<file path="src/diag_pkg.sv">
// Register map, field layout, timing and state constants of the diagnostic page
package diag_pkg;
  // Byte addresses on the page
  localparam logic [7:0] OFF_CAL_FIRST                 = 8'h38;
  localparam logic [7:0] OFF_CAL_LAST                  = 8'h5e;
  localparam logic [7:0] OFF_MEAS_FIRST                = 8'h60;
  localparam logic [7:0] OFF_MEAS_LAST                 = 8'h69;
  localparam logic [7:0] OFF_PIN_STATE_SOFT_CONTROL    = 8'h6e;
  localparam logic [7:0] OFF_ALARM_FLAGS_PRIMARY       = 8'h70;
  localparam logic [7:0] OFF_ALARM_FLAGS_RECEIVE_POWER = 8'h71;
  localparam logic [7:0] OFF_INPUT_EQUALIZER_SELECT    = 8'h72;
  localparam logic [7:0] OFF_OUTPUT_EMPHASIS_SELECT    = 8'h73;
  localparam logic [7:0] OFF_WARNING_FLAGS_PRIMARY     = 8'h74;
  localparam logic [7:0] OFF_WARNING_FLAGS_RX_POWER    = 8'h75;
  localparam logic [7:0] OFF_EXTENDED_SOFT_CONTROL     = 8'h76;
  localparam logic [7:0] OFF_RECOVERY_LOCK_STATUS      = 8'h77;
  // Bit positions in the control and status bytes
  localparam int BIT_TX_OFF_STATE      = 7;
  localparam int BIT_SOFT_TX_OFF       = 6;
  localparam int BIT_TX_RATE_STATE     = 5;
  localparam int BIT_RX_RATE_STATE     = 4;
  localparam int BIT_SOFT_RATE         = 3;
  localparam int BIT_LASER_FAULT       = 2;
  localparam int BIT_SIGNAL_ABSENT     = 1;
  localparam int BIT_DATA_READY_N      = 0;
  localparam int BIT_POWER_LEVEL_STATE = 1;
  localparam int BIT_TX_LOCK_LOST      = 1;
  localparam int BIT_RX_LOCK_LOST      = 0;
  localparam int FLAG_RX_HIGH          = 7;
  localparam int FLAG_RX_LOW           = 6;
  localparam int CODE_MSB              = 7;
  localparam int CODE_LSB              = 4;
  // Measurement slots, in page order
  localparam int MEAS_TEMP  = 0;
  localparam int MEAS_VCC   = 1;
  localparam int MEAS_BIAS  = 2;
  localparam int MEAS_TXPWR = 3;
  localparam int MEAS_RXPWR = 4;
  localparam int MEAS_COUNT = 5;
  // Synchronised pin slots
  localparam int PIN_TX_OFF  = 0;
  localparam int PIN_TX_RATE = 1;
  localparam int PIN_RX_RATE = 2;
  localparam int PIN_TX_LOL  = 3;
  localparam int PIN_RX_LOL  = 4;
  localparam int PIN_COUNT   = 5;
  // Reset values
  localparam logic [3:0] CODE_RESET = 4'h0;
  localparam logic       SOFT_RESET = 1'b0;
  // Soft command response time
  localparam int unsigned RESPONSE_TIME_MS = 100;
  localparam int unsigned CLK_FREQ_KHZ     = 250000;
  localparam int unsigned RESPONSE_CYCLES  = RESPONSE_TIME_MS * CLK_FREQ_KHZ;
  // Two-wire framing
  localparam logic [6:0] PAGE_DEV_ADDR = 7'h51;
  localparam logic [2:0] LAST_BIT      = 3'h7;
  typedef enum logic [2:0] {S_IDLE, S_DEV, S_WADDR, S_WDATA, S_ACK, S_RDATA, S_RACK} wire_state_t;
endpackage

</file>
<file path="src/optical_diag_regs.sv">
// Diagnostic status and control page of the optical module
// Summary of operation
// Temperature reads as signed 16-bit, 1/256 degree per count.
// Received optical power reads as unsigned 16-bit, 0.1 uW per count.
// Supply voltage reads as unsigned 16-bit, 100 uV per count.
// Laser bias reads as unsigned 16-bit, 2 uA per count.
// Transmitted optical power reads as unsigned 16-bit, 0.1 uW per count.
// Status bit 7 shows the transmitter-off pin level.
// Status bits 5 and 4 show transmit-rate and receive-rate pins.
// Status bits 2 and 1 mirror laser fault and signal absent outputs.
// Status bit 0 reads 0 once fresh measurements exist, else 1.
// Soft bit 6 ORed with transmitter-off pin disables the transmitter.
// Soft bit 3 ORed with receive-rate pin selects high receive rate; resets 0.
// Soft command writes take effect within 100 ms.
// Byte 112 holds high/low alarms of temp, supply, bias, transmit power.
// Byte 113 holds receive power high/low alarms in bits 7 and 6.
// Byte 116 holds the same eight conditions against warning thresholds.
// Byte 117 holds receive power high/low warnings in bits 7 and 6.
// Second soft bit 3 ORed with transmit-rate pin selects high rate; resets 0.
// Power level state bit reads 0; power level select does nothing.
// Byte 119 shows transmit lock lost in bit 1, receive in bit 0.
// Equalizer byte bits 7..4 pick 0..10 dB input equalization.
// Emphasis byte bits 7..4 pick receive output emphasis code.
// Calibration bytes 56..94 return fixed factory defaults.
// Measurements sit MSB then LSB from byte 96 to byte 105.
// Reserved bits read 0 and ignore writes.
// Each flag follows its condition and clears when back in limits.
// Host writes only soft bits and code fields; flags are read-only.
`timescale 1ns/1ps
module optical_diag_regs
  import diag_pkg::*;
#(
  parameter int unsigned RESPONSE_LIMIT   = RESPONSE_CYCLES,
  parameter logic [7:0]  CAL_DEFAULT_BYTE = 8'h00,
  parameter logic [6:0]  DEV_ADDR         = PAGE_DEV_ADDR
) (
  input  wire logic                        i_mclk,
  input  wire logic                        i_rst,
  input  wire logic                        i_ce,
  input  wire logic                        i_scl,
  input  wire logic                        i_sda,
  output logic                             o_sda,
  output logic                             o_sda_oe_n,
  input  wire logic                        i_tx_off_pin,
  input  wire logic                        i_transmit_rate_pick,
  input  wire logic                        i_receive_rate_pick,
  input  wire logic                        i_tx_lock_lost_flag,
  input  wire logic                        i_rx_lock_lost_flag,
  input  wire logic                        i_laser_fault,
  input  wire logic                        i_signal_absent_output,
  input  wire logic                        i_meas_valid,
  input  wire logic [15:0]                 i_temp_meas,
  input  wire logic [15:0]                 i_vcc_meas,
  input  wire logic [15:0]                 i_bias_meas,
  input  wire logic [15:0]                 i_txpwr_meas,
  input  wire logic [15:0]                 i_rxpwr_meas,
  input  wire logic [MEAS_COUNT-1:0][15:0] i_alarm_high,
  input  wire logic [MEAS_COUNT-1:0][15:0] i_alarm_low,
  input  wire logic [MEAS_COUNT-1:0][15:0] i_warn_high,
  input  wire logic [MEAS_COUNT-1:0][15:0] i_warn_low,
  output logic                             o_tx_disable,
  output logic                             o_tx_rate_high,
  output logic                             o_rx_rate_high,
  output logic [3:0]                       o_input_equalizer_code,
  output logic [3:0]                       o_output_emphasis_code
);
  typedef struct packed {
    logic [PIN_COUNT-1:0]        pin_s1;
    logic [PIN_COUNT-1:0]        pin_s2;
    logic                        soft_tx_off;
    logic                        soft_rx_rate;
    logic                        soft_tx_rate;
    logic [3:0]                  eq_code;
    logic [3:0]                  emph_code;
    logic                        data_ready;
    logic [MEAS_COUNT-1:0][15:0] meas;
    logic [7:0]                  alarm_main;
    logic [7:0]                  warn_main;
    logic [1:0]                  alarm_rx;
    logic [1:0]                  warn_rx;
    logic                        tx_disable;
    logic                        tx_rate_high;
    logic                        rx_rate_high;
  } diag_reg_t;

  diag_reg_t   r;
  diag_reg_t   n;
  logic [7:0]  raddr;
  logic [7:0]  rdata;
  logic [7:0]  waddr;
  logic [7:0]  wdata;
  logic        wr_stb;
  logic [7:0]  status_byte;
  logic [7:0]  ext_byte;
  logic [3:0]  meas_off;
  int unsigned lag_cnt;

  // Threshold test; temperature compares signed, the rest unsigned
  function automatic logic beyond(logic [15:0] v, logic [15:0] t, logic is_signed, logic high);
    logic gt;
    logic lt;
    if (is_signed) begin
      gt = $signed(v) > $signed(t);
      lt = $signed(v) < $signed(t);
    end else begin
      gt = v > t;
      lt = v < t;
    end
    return high ? gt : lt;
  endfunction

  // Serial link engine; the page pointer and write strobes come from here
  two_wire_target #(
    .DEV_ADDR (DEV_ADDR)
  ) u_link (
    .i_mclk     (i_mclk),
    .i_rst      (i_rst),
    .i_ce       (i_ce),
    .i_scl      (i_scl),
    .i_sda      (i_sda),
    .i_rdata    (rdata),
    .o_sda      (o_sda),
    .o_sda_oe_n (o_sda_oe_n),
    .o_raddr    (raddr),
    .o_waddr    (waddr),
    .o_wdata    (wdata),
    .o_wr_stb   (wr_stb)
  );

  // Read-back of the control bytes
  always_comb begin
    status_byte                        = '0;
    status_byte[BIT_TX_OFF_STATE]      = r.pin_s2[PIN_TX_OFF];
    status_byte[BIT_SOFT_TX_OFF]       = r.soft_tx_off;
    status_byte[BIT_TX_RATE_STATE]     = r.pin_s2[PIN_TX_RATE];
    status_byte[BIT_RX_RATE_STATE]     = r.pin_s2[PIN_RX_RATE];
    status_byte[BIT_SOFT_RATE]         = r.soft_rx_rate;
    status_byte[BIT_LASER_FAULT]       = i_laser_fault;
    status_byte[BIT_SIGNAL_ABSENT]     = i_signal_absent_output;
    status_byte[BIT_DATA_READY_N]      = ~r.data_ready;
    ext_byte                           = '0;
    ext_byte[BIT_SOFT_RATE]            = r.soft_tx_rate;
    ext_byte[BIT_POWER_LEVEL_STATE]    = 1'b0;
  end

  // Page read multiplexer
  always_comb begin
    meas_off = 4'(raddr - OFF_MEAS_FIRST);
    rdata    = '0;
    if (raddr >= OFF_CAL_FIRST && raddr <= OFF_CAL_LAST) begin
      rdata = CAL_DEFAULT_BYTE;
    end else if (raddr >= OFF_MEAS_FIRST && raddr <= OFF_MEAS_LAST) begin
      // Even offset is the high byte of a pair
      rdata = meas_off[0] ? r.meas[meas_off[3:1]][7:0] : r.meas[meas_off[3:1]][15:8];
    end else begin
      unique case (raddr)
        OFF_PIN_STATE_SOFT_CONTROL:    rdata = status_byte;
        OFF_ALARM_FLAGS_PRIMARY:       rdata = r.alarm_main;
        OFF_ALARM_FLAGS_RECEIVE_POWER: rdata = {r.alarm_rx, 6'h00};
        OFF_INPUT_EQUALIZER_SELECT:    rdata = {r.eq_code, 4'h0};
        OFF_OUTPUT_EMPHASIS_SELECT:    rdata = {r.emph_code, 4'h0};
        OFF_WARNING_FLAGS_PRIMARY:     rdata = r.warn_main;
        OFF_WARNING_FLAGS_RX_POWER:    rdata = {r.warn_rx, 6'h00};
        OFF_EXTENDED_SOFT_CONTROL:     rdata = ext_byte;
        OFF_RECOVERY_LOCK_STATUS:      rdata = {6'h00, r.pin_s2[PIN_TX_LOL], r.pin_s2[PIN_RX_LOL]};
        default:                       rdata = '0;
      endcase
    end
  end

  // Next state: pin sync, host writes, measurement capture, flags, outputs
  always_comb begin
    n        = r;
    n.pin_s1 = {i_rx_lock_lost_flag, i_tx_lock_lost_flag, i_receive_rate_pick,
                i_transmit_rate_pick, i_tx_off_pin};
    n.pin_s2 = r.pin_s1;
    // Host writes touch only the soft bits and code fields
    if (wr_stb) begin
      unique case (waddr)
        OFF_PIN_STATE_SOFT_CONTROL: begin
          n.soft_tx_off  = wdata[BIT_SOFT_TX_OFF];
          n.soft_rx_rate = wdata[BIT_SOFT_RATE];
        end
        OFF_INPUT_EQUALIZER_SELECT: n.eq_code   = wdata[CODE_MSB:CODE_LSB];
        OFF_OUTPUT_EMPHASIS_SELECT: n.emph_code = wdata[CODE_MSB:CODE_LSB];
        OFF_EXTENDED_SOFT_CONTROL:  n.soft_tx_rate = wdata[BIT_SOFT_RATE];
        default: n.eq_code = r.eq_code;
      endcase
    end
    // Fresh samples from the monitor, kept in page order
    if (i_meas_valid) begin
      n.meas[MEAS_TEMP]  = i_temp_meas;
      n.meas[MEAS_VCC]   = i_vcc_meas;
      n.meas[MEAS_BIAS]  = i_bias_meas;
      n.meas[MEAS_TXPWR] = i_txpwr_meas;
      n.meas[MEAS_RXPWR] = i_rxpwr_meas;
      n.data_ready       = 1'b1;
    end
    // Flags track the held measurements, high bit first per quantity
    for (int i = 0; i < MEAS_RXPWR; i++) begin
      n.alarm_main[7 - 2 * i] = beyond(r.meas[i], i_alarm_high[i], i == MEAS_TEMP, 1'b1);
      n.alarm_main[6 - 2 * i] = beyond(r.meas[i], i_alarm_low[i], i == MEAS_TEMP, 1'b0);
      n.warn_main[7 - 2 * i]  = beyond(r.meas[i], i_warn_high[i], i == MEAS_TEMP, 1'b1);
      n.warn_main[6 - 2 * i]  = beyond(r.meas[i], i_warn_low[i], i == MEAS_TEMP, 1'b0);
    end
    n.alarm_rx = {beyond(r.meas[MEAS_RXPWR], i_alarm_high[MEAS_RXPWR], 1'b0, 1'b1),
                  beyond(r.meas[MEAS_RXPWR], i_alarm_low[MEAS_RXPWR], 1'b0, 1'b0)};
    n.warn_rx  = {beyond(r.meas[MEAS_RXPWR], i_warn_high[MEAS_RXPWR], 1'b0, 1'b1),
                  beyond(r.meas[MEAS_RXPWR], i_warn_low[MEAS_RXPWR], 1'b0, 1'b0)};
    // Pin and soft command are ORed, acting on the next edge
    n.tx_disable   = r.soft_tx_off | r.pin_s2[PIN_TX_OFF];
    n.rx_rate_high = r.soft_rx_rate | r.pin_s2[PIN_RX_RATE];
    n.tx_rate_high = r.soft_tx_rate | r.pin_s2[PIN_TX_RATE];
  end

  // State register, frozen while the clock enable is low
  always_ff @(posedge i_mclk or posedge i_rst) begin
    if (i_rst) begin
      r              <= '0;
      r.soft_tx_off  <= SOFT_RESET;
      r.soft_rx_rate <= SOFT_RESET;
      r.soft_tx_rate <= SOFT_RESET;
      r.eq_code      <= CODE_RESET;
      r.emph_code    <= CODE_RESET;
    end else if (i_ce) begin
      r <= n;
    end
  end

  assign o_tx_disable           = r.tx_disable;
  assign o_tx_rate_high         = r.tx_rate_high;
  assign o_rx_rate_high         = r.rx_rate_high;
  assign o_input_equalizer_code = r.eq_code;
  assign o_output_emphasis_code = r.emph_code;

  // Cycles for which the transmitter-off output lags its sources
  always_ff @(posedge i_mclk or posedge i_rst) begin
    if (i_rst) begin
      lag_cnt <= 0;
    end else if (i_ce) begin
      lag_cnt <= (o_tx_disable != (r.soft_tx_off | r.pin_s2[PIN_TX_OFF])) ? lag_cnt + 1 : 0;
    end
  end

  // Transmitter disable follows pin OR soft bit
  a_tx_off_or: assert property (@(posedge i_mclk) disable iff (i_rst)
    $past(i_ce) |-> o_tx_disable == ($past(r.soft_tx_off) | $past(r.pin_s2[PIN_TX_OFF])))
    else $error("transmitter disable does not follow pin or soft bit");

  // Receive rate follows pin OR soft bit
  a_rx_rate_or: assert property (@(posedge i_mclk) disable iff (i_rst)
    $past(i_ce) |-> o_rx_rate_high == ($past(r.soft_rx_rate) | $past(r.pin_s2[PIN_RX_RATE])))
    else $error("receive rate does not follow pin or soft bit");

  // Transmit rate follows pin OR soft bit
  a_tx_rate_or: assert property (@(posedge i_mclk) disable iff (i_rst)
    $past(i_ce) |-> o_tx_rate_high == ($past(r.soft_tx_rate) | $past(r.pin_s2[PIN_TX_RATE])))
    else $error("transmit rate does not follow pin or soft bit");

  // Soft command settles well inside the response limit
  a_soft_response: assert property (@(posedge i_mclk) disable iff (i_rst)
    lag_cnt < RESPONSE_LIMIT)
    else $error("soft command not acted on in time");

  // Data-ready bar drops after the first fresh sample and stays low for four cycles
  a_ready_low: assert property (@(posedge i_mclk) disable iff (i_rst)
    (i_ce && i_meas_valid) |=> (status_byte[BIT_DATA_READY_N] == 1'b0) [*4])
    else $error("data ready bar not low after measurement");

  // Captured temperature lands in the temperature slot of the held measurements one cycle later
  a_meas_order: assert property (@(posedge i_mclk) disable iff (i_rst)
    (i_ce && i_meas_valid) |=> r.meas[MEAS_TEMP] == $past(i_temp_meas))
    else $error("temperature sample not captured");

  // Equalizer write reaches the output code
  a_eq_write: assert property (@(posedge i_mclk) disable iff (i_rst)
    (i_ce && wr_stb && waddr == OFF_INPUT_EQUALIZER_SELECT)
      |=> o_input_equalizer_code == $past(wdata[CODE_MSB:CODE_LSB]))
    else $error("equalizer code not written");

  // Reserved receive-power flag bits read zero
  a_reserved_zero: assert property (@(posedge i_mclk) disable iff (i_rst)
    (raddr == OFF_ALARM_FLAGS_RECEIVE_POWER || raddr == OFF_WARNING_FLAGS_RX_POWER)
      |-> rdata[5:0] == 6'h00)
    else $error("reserved flag bits not zero");

  // Power level state always reads zero
  a_power_level: assert property (@(posedge i_mclk) disable iff (i_rst)
    (raddr == OFF_EXTENDED_SOFT_CONTROL) |-> rdata[BIT_POWER_LEVEL_STATE] == 1'b0)
    else $error("power level state not zero");

  // Temperature high alarm follows the signed comparison one cycle later
  a_temp_alarm: assert property (@(posedge i_mclk) disable iff (i_rst)
    i_ce |=> r.alarm_main[7] == ($signed($past(r.meas[MEAS_TEMP])) > $signed($past(i_alarm_high[MEAS_TEMP]))))
    else $error("temperature high alarm wrong");

  // Transmitter-off state bit shows the pin two edges later
  a_pin_mirror: assert property (@(posedge i_mclk) disable iff (i_rst)
    ($past(i_ce) && $past(i_ce, 2) && !$past(i_rst) && !$past(i_rst, 2))
      |-> status_byte[BIT_TX_OFF_STATE] == $past(i_tx_off_pin, 2))
    else $error("transmitter-off state bit does not follow the pin");
endmodule

</file>
<file path="src/two_wire_target.sv">
// Two-wire serial target: framing, acknowledge and byte pointer of the page
`timescale 1ns/1ps
module two_wire_target
  import diag_pkg::*;
#(
  parameter logic [6:0] DEV_ADDR = PAGE_DEV_ADDR
) (
  input  wire logic       i_mclk,
  input  wire logic       i_rst,
  input  wire logic       i_ce,
  input  wire logic       i_scl,
  input  wire logic       i_sda,
  input  wire logic [7:0] i_rdata,
  output logic            o_sda,
  output logic            o_sda_oe_n,
  output logic [7:0]      o_raddr,
  output logic [7:0]      o_waddr,
  output logic [7:0]      o_wdata,
  output logic            o_wr_stb
);
  typedef struct packed {
    logic [1:0]  line_s1;
    logic [1:0]  line_s2;
    logic [1:0]  line_q;
    wire_state_t state;
    wire_state_t after;
    logic [2:0]  cnt;
    logic [7:0]  sh;
    logic [7:0]  ptr;
    logic        full;
    logic        drive;
    logic        wr_stb;
    logic [7:0]  waddr;
    logic [7:0]  wdata;
  } wire_reg_t;

  wire_reg_t r;
  wire_reg_t n;

  // Load a byte for the host to read and step the pointer
  function automatic wire_reg_t load_read(wire_reg_t s, logic [7:0] d);
    wire_reg_t t;
    t       = s;
    t.sh    = d;
    t.drive = ~d[7];
    t.ptr   = s.ptr + 8'h01;
    t.cnt   = '0;
    t.full  = 1'b0;
    t.state = S_RDATA;
    return t;
  endfunction

  // Line sampling, start/stop detection and byte sequencing
  always_comb begin
    logic scl;
    logic sda;
    logic rise;
    logic fall;
    scl  = r.line_s2[1];
    sda  = r.line_s2[0];
    rise = scl & ~r.line_q[1];
    fall = ~scl & r.line_q[1];
    n         = r;
    n.line_s1 = {i_scl, i_sda};
    n.line_s2 = r.line_s1;
    n.line_q  = r.line_s2;
    n.wr_stb  = 1'b0;
    if (scl && r.line_q[1] && r.line_q[0] && !sda) begin
      n.state = S_DEV;
      n.cnt   = '0;
      n.full  = 1'b0;
      n.drive = 1'b0;
    end else if (scl && r.line_q[1] && !r.line_q[0] && sda) begin
      n.state = S_IDLE;
      n.drive = 1'b0;
    end else begin
      unique case (r.state)
        S_IDLE: begin
          n.drive = 1'b0;
        end
        S_DEV, S_WADDR, S_WDATA: begin
          if (rise) begin
            n.sh   = {r.sh[6:0], sda};
            n.cnt  = r.cnt + 3'h1;
            n.full = (r.cnt == LAST_BIT);
          end else if (fall && r.full) begin
            n.full  = 1'b0;
            n.drive = 1'b1;
            n.state = S_ACK;
            n.after = S_WDATA;
            if (r.state == S_DEV) begin
              n.after = r.sh[0] ? S_RDATA : S_WADDR;
              if (r.sh[7:1] != DEV_ADDR) begin
                n.drive = 1'b0;
                n.state = S_IDLE;
              end
            end else if (r.state == S_WADDR) begin
              n.ptr = r.sh;
            end else begin
              n.wr_stb = 1'b1;
              n.waddr  = r.ptr;
              n.wdata  = r.sh;
              n.ptr    = r.ptr + 8'h01;
            end
          end
        end
        S_ACK: begin
          if (fall) begin
            if (r.after == S_RDATA) begin
              n = load_read(n, i_rdata);
            end else begin
              n.drive = 1'b0;
              n.cnt   = '0;
              n.state = r.after;
            end
          end
        end
        S_RDATA: begin
          if (fall) begin
            if (r.cnt == LAST_BIT) begin
              n.drive = 1'b0;
              n.state = S_RACK;
            end else begin
              n.cnt   = r.cnt + 3'h1;
              n.sh    = {r.sh[6:0], 1'b0};
              n.drive = ~r.sh[6];
            end
          end
        end
        S_RACK: begin
          if (rise) begin
            n.full = ~sda;
          end else if (fall) begin
            n.state = S_IDLE;
            if (r.full) begin
              n = load_read(n, i_rdata);
            end
          end
        end
        default: begin
          n.state = S_IDLE;
        end
      endcase
    end
  end

  // State register, frozen while the clock enable is low
  always_ff @(posedge i_mclk or posedge i_rst) begin
    if (i_rst) begin
      r <= '{line_s1: 2'h3, line_s2: 2'h3, line_q: 2'h3, state: S_IDLE, after: S_IDLE, default: '0};
    end else if (i_ce) begin
      r <= n;
    end
  end

  assign o_sda      = 1'b0;
  assign o_sda_oe_n = ~r.drive;
  assign o_raddr    = r.ptr;
  assign o_waddr    = r.waddr;
  assign o_wdata    = r.wdata;
  assign o_wr_stb   = r.wr_stb;
endmodule
</file>
<file path="config.mk">
export PLATFORM = sky130hd
export DESIGN_NAME = optical_diag_regs
export DESIGN_NICKNAME = d
export VERILOG_FILES = /design/src/diag_pkg.sv /design/src/optical_diag_regs.sv /design/src/two_wire_target.sv
export SDC_FILE = /design/constraint.sdc
export NUM_CORES = 1
export LEC_CHECK = 0
export ABC_CLOCK_PERIOD_IN_PS = 10600
export BUFFER_PORTS_ARGS = -buffer_cell sky130_fd_sc_hd__buf_2
export CAP_MARGIN = 20
export CORE_MARGIN = 5
export CORE_UTILIZATION = 50
export CTS_CLUSTER_DIAMETER = 80
export DETAILED_ROUTE_END_ITERATION = 7
export GPL_TIMING_DRIVEN = 1
export PLACE_DENSITY = 0.72
export RECOVER_POWER = 50
export SYNTH_ARGS = -nofsm -noshare
export SYNTH_HDL_FRONTEND = slang
export SYNTH_SLANG_ARGS = --single-unit
</file>
<file path="constraint.sdc">
create_clock -name i_mclk -period 10.6 [get_ports i_mclk]
set_input_delay 0 -clock i_mclk [delete_from_list [all_inputs] [get_ports i_mclk]]
set_output_delay 0 -clock i_mclk [all_outputs]
set_load 0.1 [all_outputs]
</file>
# After elaboration in Yosys (flattened, before gate mapping)
# Cells that the tools add are included.
[op_classes] addsub=3 order_cmp=25 n_eq_ne=53 mux=53 bitwise=19 reduce_logical=30
[op_table] operator="> comparator 16 bit" count=10
[op_table] operator="< comparator 16 bit" count=10
[op_table] operator="two-way mux 44 bit" count=3
[op_table] operator="== test 8 x 7 -> 1 bit, second input constant" count=13
[op_table] operator="two-way mux 17 bit" count=5
[op_table] operator="case mux 8 bit (9 select lines)" count=1
[op_table] operator="case mux 17 bit (3 select lines)" count=1
[op_table] operator="binary-select mux 16 bit (select 3 bit)" count=1
[op_table] operator="two-way mux 8 bit" count=6
[op_table] operator="case mux 11 bit (4 select lines)" count=1
[op_table] operator="two-way mux 18 bit" count=2
[op_table] operator="two-way mux 11 bit" count=3
[op_table] operator="inequality test 4 x 1 -> 1 bit, second input constant" count=8
[op_table] operator="two-way mux 6 bit" count=5
[op_table] operator="two-way mux 27 bit" count=1
[op_table] operator="case mux 9 bit (3 select lines)" count=1
[op_table] operator="two-way mux 25 bit" count=1
[op_table] operator="two-way mux 3 bit" count=8
[op_table] operator="AND reduction 12 bit" count=2
[op_table] operator="inequality test 3 x 1 -> 1 bit, second input constant" count=7
[op_table] operator="two-way mux 20 bit" count=1
[op_table] operator="AND reduction 10 bit" count=2
[op_table] operator="AND reduction 9 bit" count=2
[op_table] operator="less-or-equal comparator 8 x 7 -> 1 bit, second input constant" count=2
[op_table] operator="36 further kinds" count=87
[word_totals] regBits=175 in_bits=413 out_inout_bits=13 elab_cells=216

# Logic depth before layout (Yosys ltp)
[depth] ltp_word=13 mapped_depth=11

# Hierarchy
# From an unflattened synthesis, not the netlist that was laid out.
[unflattened] hier_cells=1890 area_unflattened_um2=16767.3
[modules_own_cells] module="optical_diag_regs" instances=1 cells_per_inst=1585 area_each_um2=13809.5 seq_area_each_um2=3128.0
[modules_own_cells] module="two_wire_target" instances=1 cells_per_inst=305 area_each_um2=2957.8 seq_area_each_um2=1258.7

# Least setup slack after synthesis
# OpenSTA, ideal clock, no wires.
[synth_path] path_type="flip-flop to flip-flop" from="register u_link.r (netlist bit u_link.o_raddr[1])" to="register u_link.r[33] (netlist name)" setup_ns=0.130 arrival_ns=1.951 path_slack_ns=8.519 path_stages_with_launch=10 path_buffers=1 synth_period_minus_slack_ns=2.081 cell_sequence="dfrtp_1 > buf_2 > inv_2 > ha_1 > o21bai_1 > a31oi_1 > a21o_1 > a221oi_1 > a211o_1 > a31oi_1"
[synth_between] elab_chain_len=10 word_cells_on_any_way=28
[synth_lines] element="from (decl)" line_no="two_wire_target.sv:37" text="wire_reg_t r;"
[synth_lines] element="from (signal assigned)" line_no="two_wire_target.sv:152" text="r <= n;"
[synth_lines] element="subtractor 4 x 1 -> 4 bit" line_no="optical_diag_regs.sv:148" text="meas_off = 4'(raddr - OFF_MEAS_FIRST);"
[synth_lines] element="binary-select mux 16 bit (select 3 bit)" line_no="optical_diag_regs.sv:154" text="rdata = meas_off[0] ? r.meas[meas_off[3:1]][7:0] : r.meas[meas_off[3:1]][15:8];"
[synth_lines] element="two-way mux 16 bit (implied by the code)" line_no="optical_diag_regs.sv:154"
[synth_lines] element="two-way mux 8 bit" line_no="optical_diag_regs.sv:154"
[synth_lines] element="two-way mux 8 bit" line_no="optical_diag_regs.sv:152" text="end else if (raddr >= OFF_MEAS_FIRST && raddr <= OFF_MEAS_LAST) begin"
[synth_lines] element="two-way mux 8 bit *" line_no="optical_diag_regs.sv:150" text="if (raddr >= OFF_CAL_FIRST && raddr <= OFF_CAL_LAST) begin"
[synth_lines] element="two-way mux 44 bit" line_no="two_wire_target.sv:135" text="if (r.full) begin"
[synth_lines] element="two-way mux 44 bit" line_no="two_wire_target.sv:133" text="end else if (fall) begin"
[synth_lines] element="two-way mux 25 bit" line_no="two_wire_target.sv:131" text="if (rise) begin"
[synth_lines] element="case mux 11 bit (4 select lines) *" line_no="two_wire_target.sv:77" text="unique case (r.state)"
# Mark *: on every way between the ends. The rest lies on a longest branch, timed or not. The select of a mux whose other input is x is not followed.
# A chain may end at the register's enable or synchronous reset.

# Worst setup path in the final report
[layout_path] from="input i_ce" to="register r[100] (netlist name)"
[layout_between] elab_chain_len=1
[layout_lines] element="from (decl)" line_no="optical_diag_regs.sv:39" text="input wire logic i_ce,"
[layout_lines] element="AND reduction 2 bit (no line)"
[layout_lines] element="to (signal assigned)" line_no="optical_diag_regs.sv:226" text="r <= n;"
[layout_lines] element="to (decl)" line_no="optical_diag_regs.sv:86" text="diag_reg_t r;"
# Every way passes these cells.

==> summary.md <==
| Metric | Value |
|---|---|
| Largest net degree at the start of global routing | 75 |
| CP Buf/Inv Count | 3 |
| Syn Nets | 2616 |
| Critical Path Most Common Cell | clkbuf_1 |
| Num ports | roughly 430 |
| Synthesized area | between 15000 and 20000 µm² |
| Peak Freq | 167.0 MHz |
| Num rows | 66 |
| Worst Tran Pin Value | 3335 ps |
| I/O Buffers | about 420 |
| Share of cells above drive strength 1 | 0.2440 |
| Post-CTS setup buffer count | 0 |
| Fin crit period | about 6000 ps |
| Overflow after GRT | 0 |
| Vias per inst | ~5.7 |
| Routed wire length | between 50000 and 60000 µm |
| Top Metal Used | met5 |
| TritonCTS clock tree | built |
| Peak supply drop | between 0.0001 and 0.00015 V |
| Clk_skew | just over 10 ps |
| Post-Place Setup Slack | 7605 ps |
| # setup viols final | 0 |
| Filler Cells Inserted | about 2900 |
| Initial drt markers | approximately 1200 |
| Worst hold path class | in -> reg |
| Setup TNS | 0 ps |
| Yosys cell types | between 70 and 80 |
| Core area | about 33000 µm² |
| Synthesized instance count | roughly 1900 |
| Number of global-route vias before repair | between 15000 and 20000 |
| Slew Limit Fails | around 220 |
| Wire per inst | approximately 21 µm |
| Antenna violations before repair | 1 |
| Outcome | finished, violations left |
| Yosys warnings | 0 |
| Number of max-cap violations | 5 |
| Met2 wire length | 27910 µm |
| Post-route setup slack | about 4600 ps |
| Met3 wire length | between 3000 and 4000 µm |
| CP required | between 10000 and 15000 ps |
| CTS Root Cell | clkbuf_16 |
| Critical path, cell by cell | buf_2, clkbuf_1, nand2_1, clkbuf_1, mux2_2 |
| Failing checks | max-capacitance violations, max-slew violations |
| Top cells by count, synth | 338 x inv_1, 319 x ha_1, 166 x dfrtp_1 |
| Post-synthesis sequential area ratio | 0.2617 |
| H-tree depth | 4 |
| Cell taking the most area after synthesis | dfrtp_1 |
| Clock buffer depth | 2 |
| Die X | between 150 and 200 µm |
| Yosys top cell area share | 0.2521 |
| Final cycle utilization of the critical path | 0.5647 |
| TritonCTS Buffers | 17 |
| Layout area overhead | 23.31% |
| WP data arrival | around 6300 ps |
| Count leader, synth | inv_1 |
| Final Wtd Congestion | 0.9330 |
| Post-DP HPWL | between 40000 and 50000 µm |
| Number of flops mapped to enable cells by yosys | 0 |
| Final Power | approximately 2500 µW |
| Drt drc | 0 |
| Vias after detailed routing | around 16000 |
| Avg Cell Area, Syn | a little under 9 µm² |
| DRT met1 WL | 24510 µm |
| Synth Flop Type | dfrtp_1 |
| Nets | about 3100 |
| Hold Buf Count CTS | a little under 90 |
| Clock input transition at the sequential cells of the worst setup and hold paths | approximately 70 ps |
| DR pass1 iterations | 6 |
| CP Capture Type | register |
| Synth area leaders | dfrtp_1 25%, ha_1 24%, inv_1 7.7% |
| Max FO, Critical Path | 54 |
| Antenna viol nets, final | 0 |
| Tot GR Track Use | 0.3114 |
| Chip height | ~190 µm |
| Hold Vio Cnt, Final | 0 |
| Family with the most delay on the worst path | buffers and inverters |
| Post-synthesis register bit count | 172 |
| Setup CP Type | in -> reg |
| Worst stage delay on the critical path | about 2100 ps |
| Die area | between 30000 and 40000 µm² |
| Starting Density | 0.5064 |
| Relative slew slack | -1.223 |
| Post-cts sizing count | 0 |
| First-pass GRT wire length | between 80000 and 90000 µm |
| PD cells | 121.6 nW/µm² |
| RSZ-0062 raised after global routing | false |
| Critical path launch point type | primary input |
| Asr flop ratio synth | 1.000 |
| CTS sink count | approximately 170 |
| Crit-path slowest cell | clkbuf_1 |
| Pleak | 0.01094 µW |
| Clk_lat worst skew | around 460 ps |
| Hold slack final | between 50 and 60 ps |
## worst min-delay path, stage by stage
cell and delay, ps:
buf_2 110, inv_1 50, ha_1 140, nand2_1 50, nand2_1 60, o2bb2ai_1 60
## per-stage QoR
step,util,cells,area [µm²]
2_1_floorplan,-,1884,16480
3_3_place_gp,0.5802,2689,18880
3_5_place_dp,0.5802,2689,18880
4_1_cts,0.6252,2809,20340
5_1_grt,0.6244,2811,20320
6_report,0.6245,2812,20320
## per-layer routing
metal,track usage,vias up
met5,0,-
met2,0.5211,637
met1,0.4060,7587
met4,0.1227,2
li1,-,7673
met3,0.04657,129
## cell type report
class	instances	area, µm²	share of cell area
multi-input cells	1303	10540	0.5188
flip-flops and latches	172	4314	0.2123
repair buffers	522	3048	0.1500
inverters	340	1277	0.06287
well taps	442	553.0	0.02722
clock buffers	18	439.2	0.02161
clock inverters	14	143.9	0.007082
diodes	1	2.502	0.0001232
## cells by family after synthesis
group | after synthesis | synth area share
AOI/OAI and AO/OA | 472 | 0.1865
muxes | 128 | 0.08626
DFF | 172 | 0.2617
other | 1 | 0.0002276
and+or+nand+nor | 381 | 0.1234
adders and majority gates | 319 | 0.2422
xor gates and xnor gates | 2 | 0.001063
buffers and inverters | 409 | 0.09864
## state kept, by name, summed over array words and instances (netlist names)
signal and count:
r 108, u_link.r 25, u_link.o_raddr 8, u_link.o_waddr 8, n 5, u_link.o_wdata 5
o_input_equalizer_code 4, o_output_emphasis_code 4, ext_byte 1, o_rx_rate_high 1, o_tx_disable 1, o_tx_rate_high 1
u_link.o_wr_stb 1
## layout by cell type (no fill, tap or decap), types with 8 or more instances in the layout
master         netlist  final
clkbuf_1            28     16
ha_1               319    319
a21oi_1            134    134
nor4_1              12     12
o2bb2ai_1            9      9
clkbuf_16            0     17
a21o_1              52     52
nand2_1             76     76
o31ai_1             11     11
nor3_1              15     15
dlygate4sd3_1        0     88
a221o_1             10     10
o2111a_1             9      9
inv_1              338    337
o21ai_0             82     82
buf_2               21    412
a2111oi_0           14     14
and3_1              10     10
dfrtp_1            166    164
o21ai_1             24     24
mux2_2             107    107
o21a_1              14     14
a22oi_1             14     14
nor2b_1             37     37
nand3_1             30     30
a31oi_1             33     33
o22ai_1              8      8
nand2b_1            26     26
nor2_1              76     76
mux2i_1             16     16
nand4_1             63     63
## final timing paths
| check | endpoint | cells after the start | slack, ps | start |
|---|---|---|---|---|
| max | r[100]$_DFFE_PP0P_ | 5 | 4610 | i_ce |
| min | r[13]$_DFFE_PP0P_ | 6 | 60 | i_warn_low[15] |
| max reg2reg | u_link.r[33]$_DFFE_PP0P_ | 8 | 7500 | u_link.o_raddr[0]$_DFFE_PP0P_ |
| min reg2reg | r[103]$_DFFE_PP0P_ | 1 | 480 | r[103]$_DFFE_PP0P_ |
| max in group asynchronous | u_link.o_raddr[2]$_DFFE_PP0P_ | 6 | 5090 | i_rst |
| min in group asynchronous | r[81]$_DFFE_PP0P_ | 3 | 600 | i_rst |
## where the power goes
group | internal [µW] | switching (µW)
sequential | 757 | 203
combinational | 424 | 441
clock | 322 | 325
(Power assumes the default switching activity.)
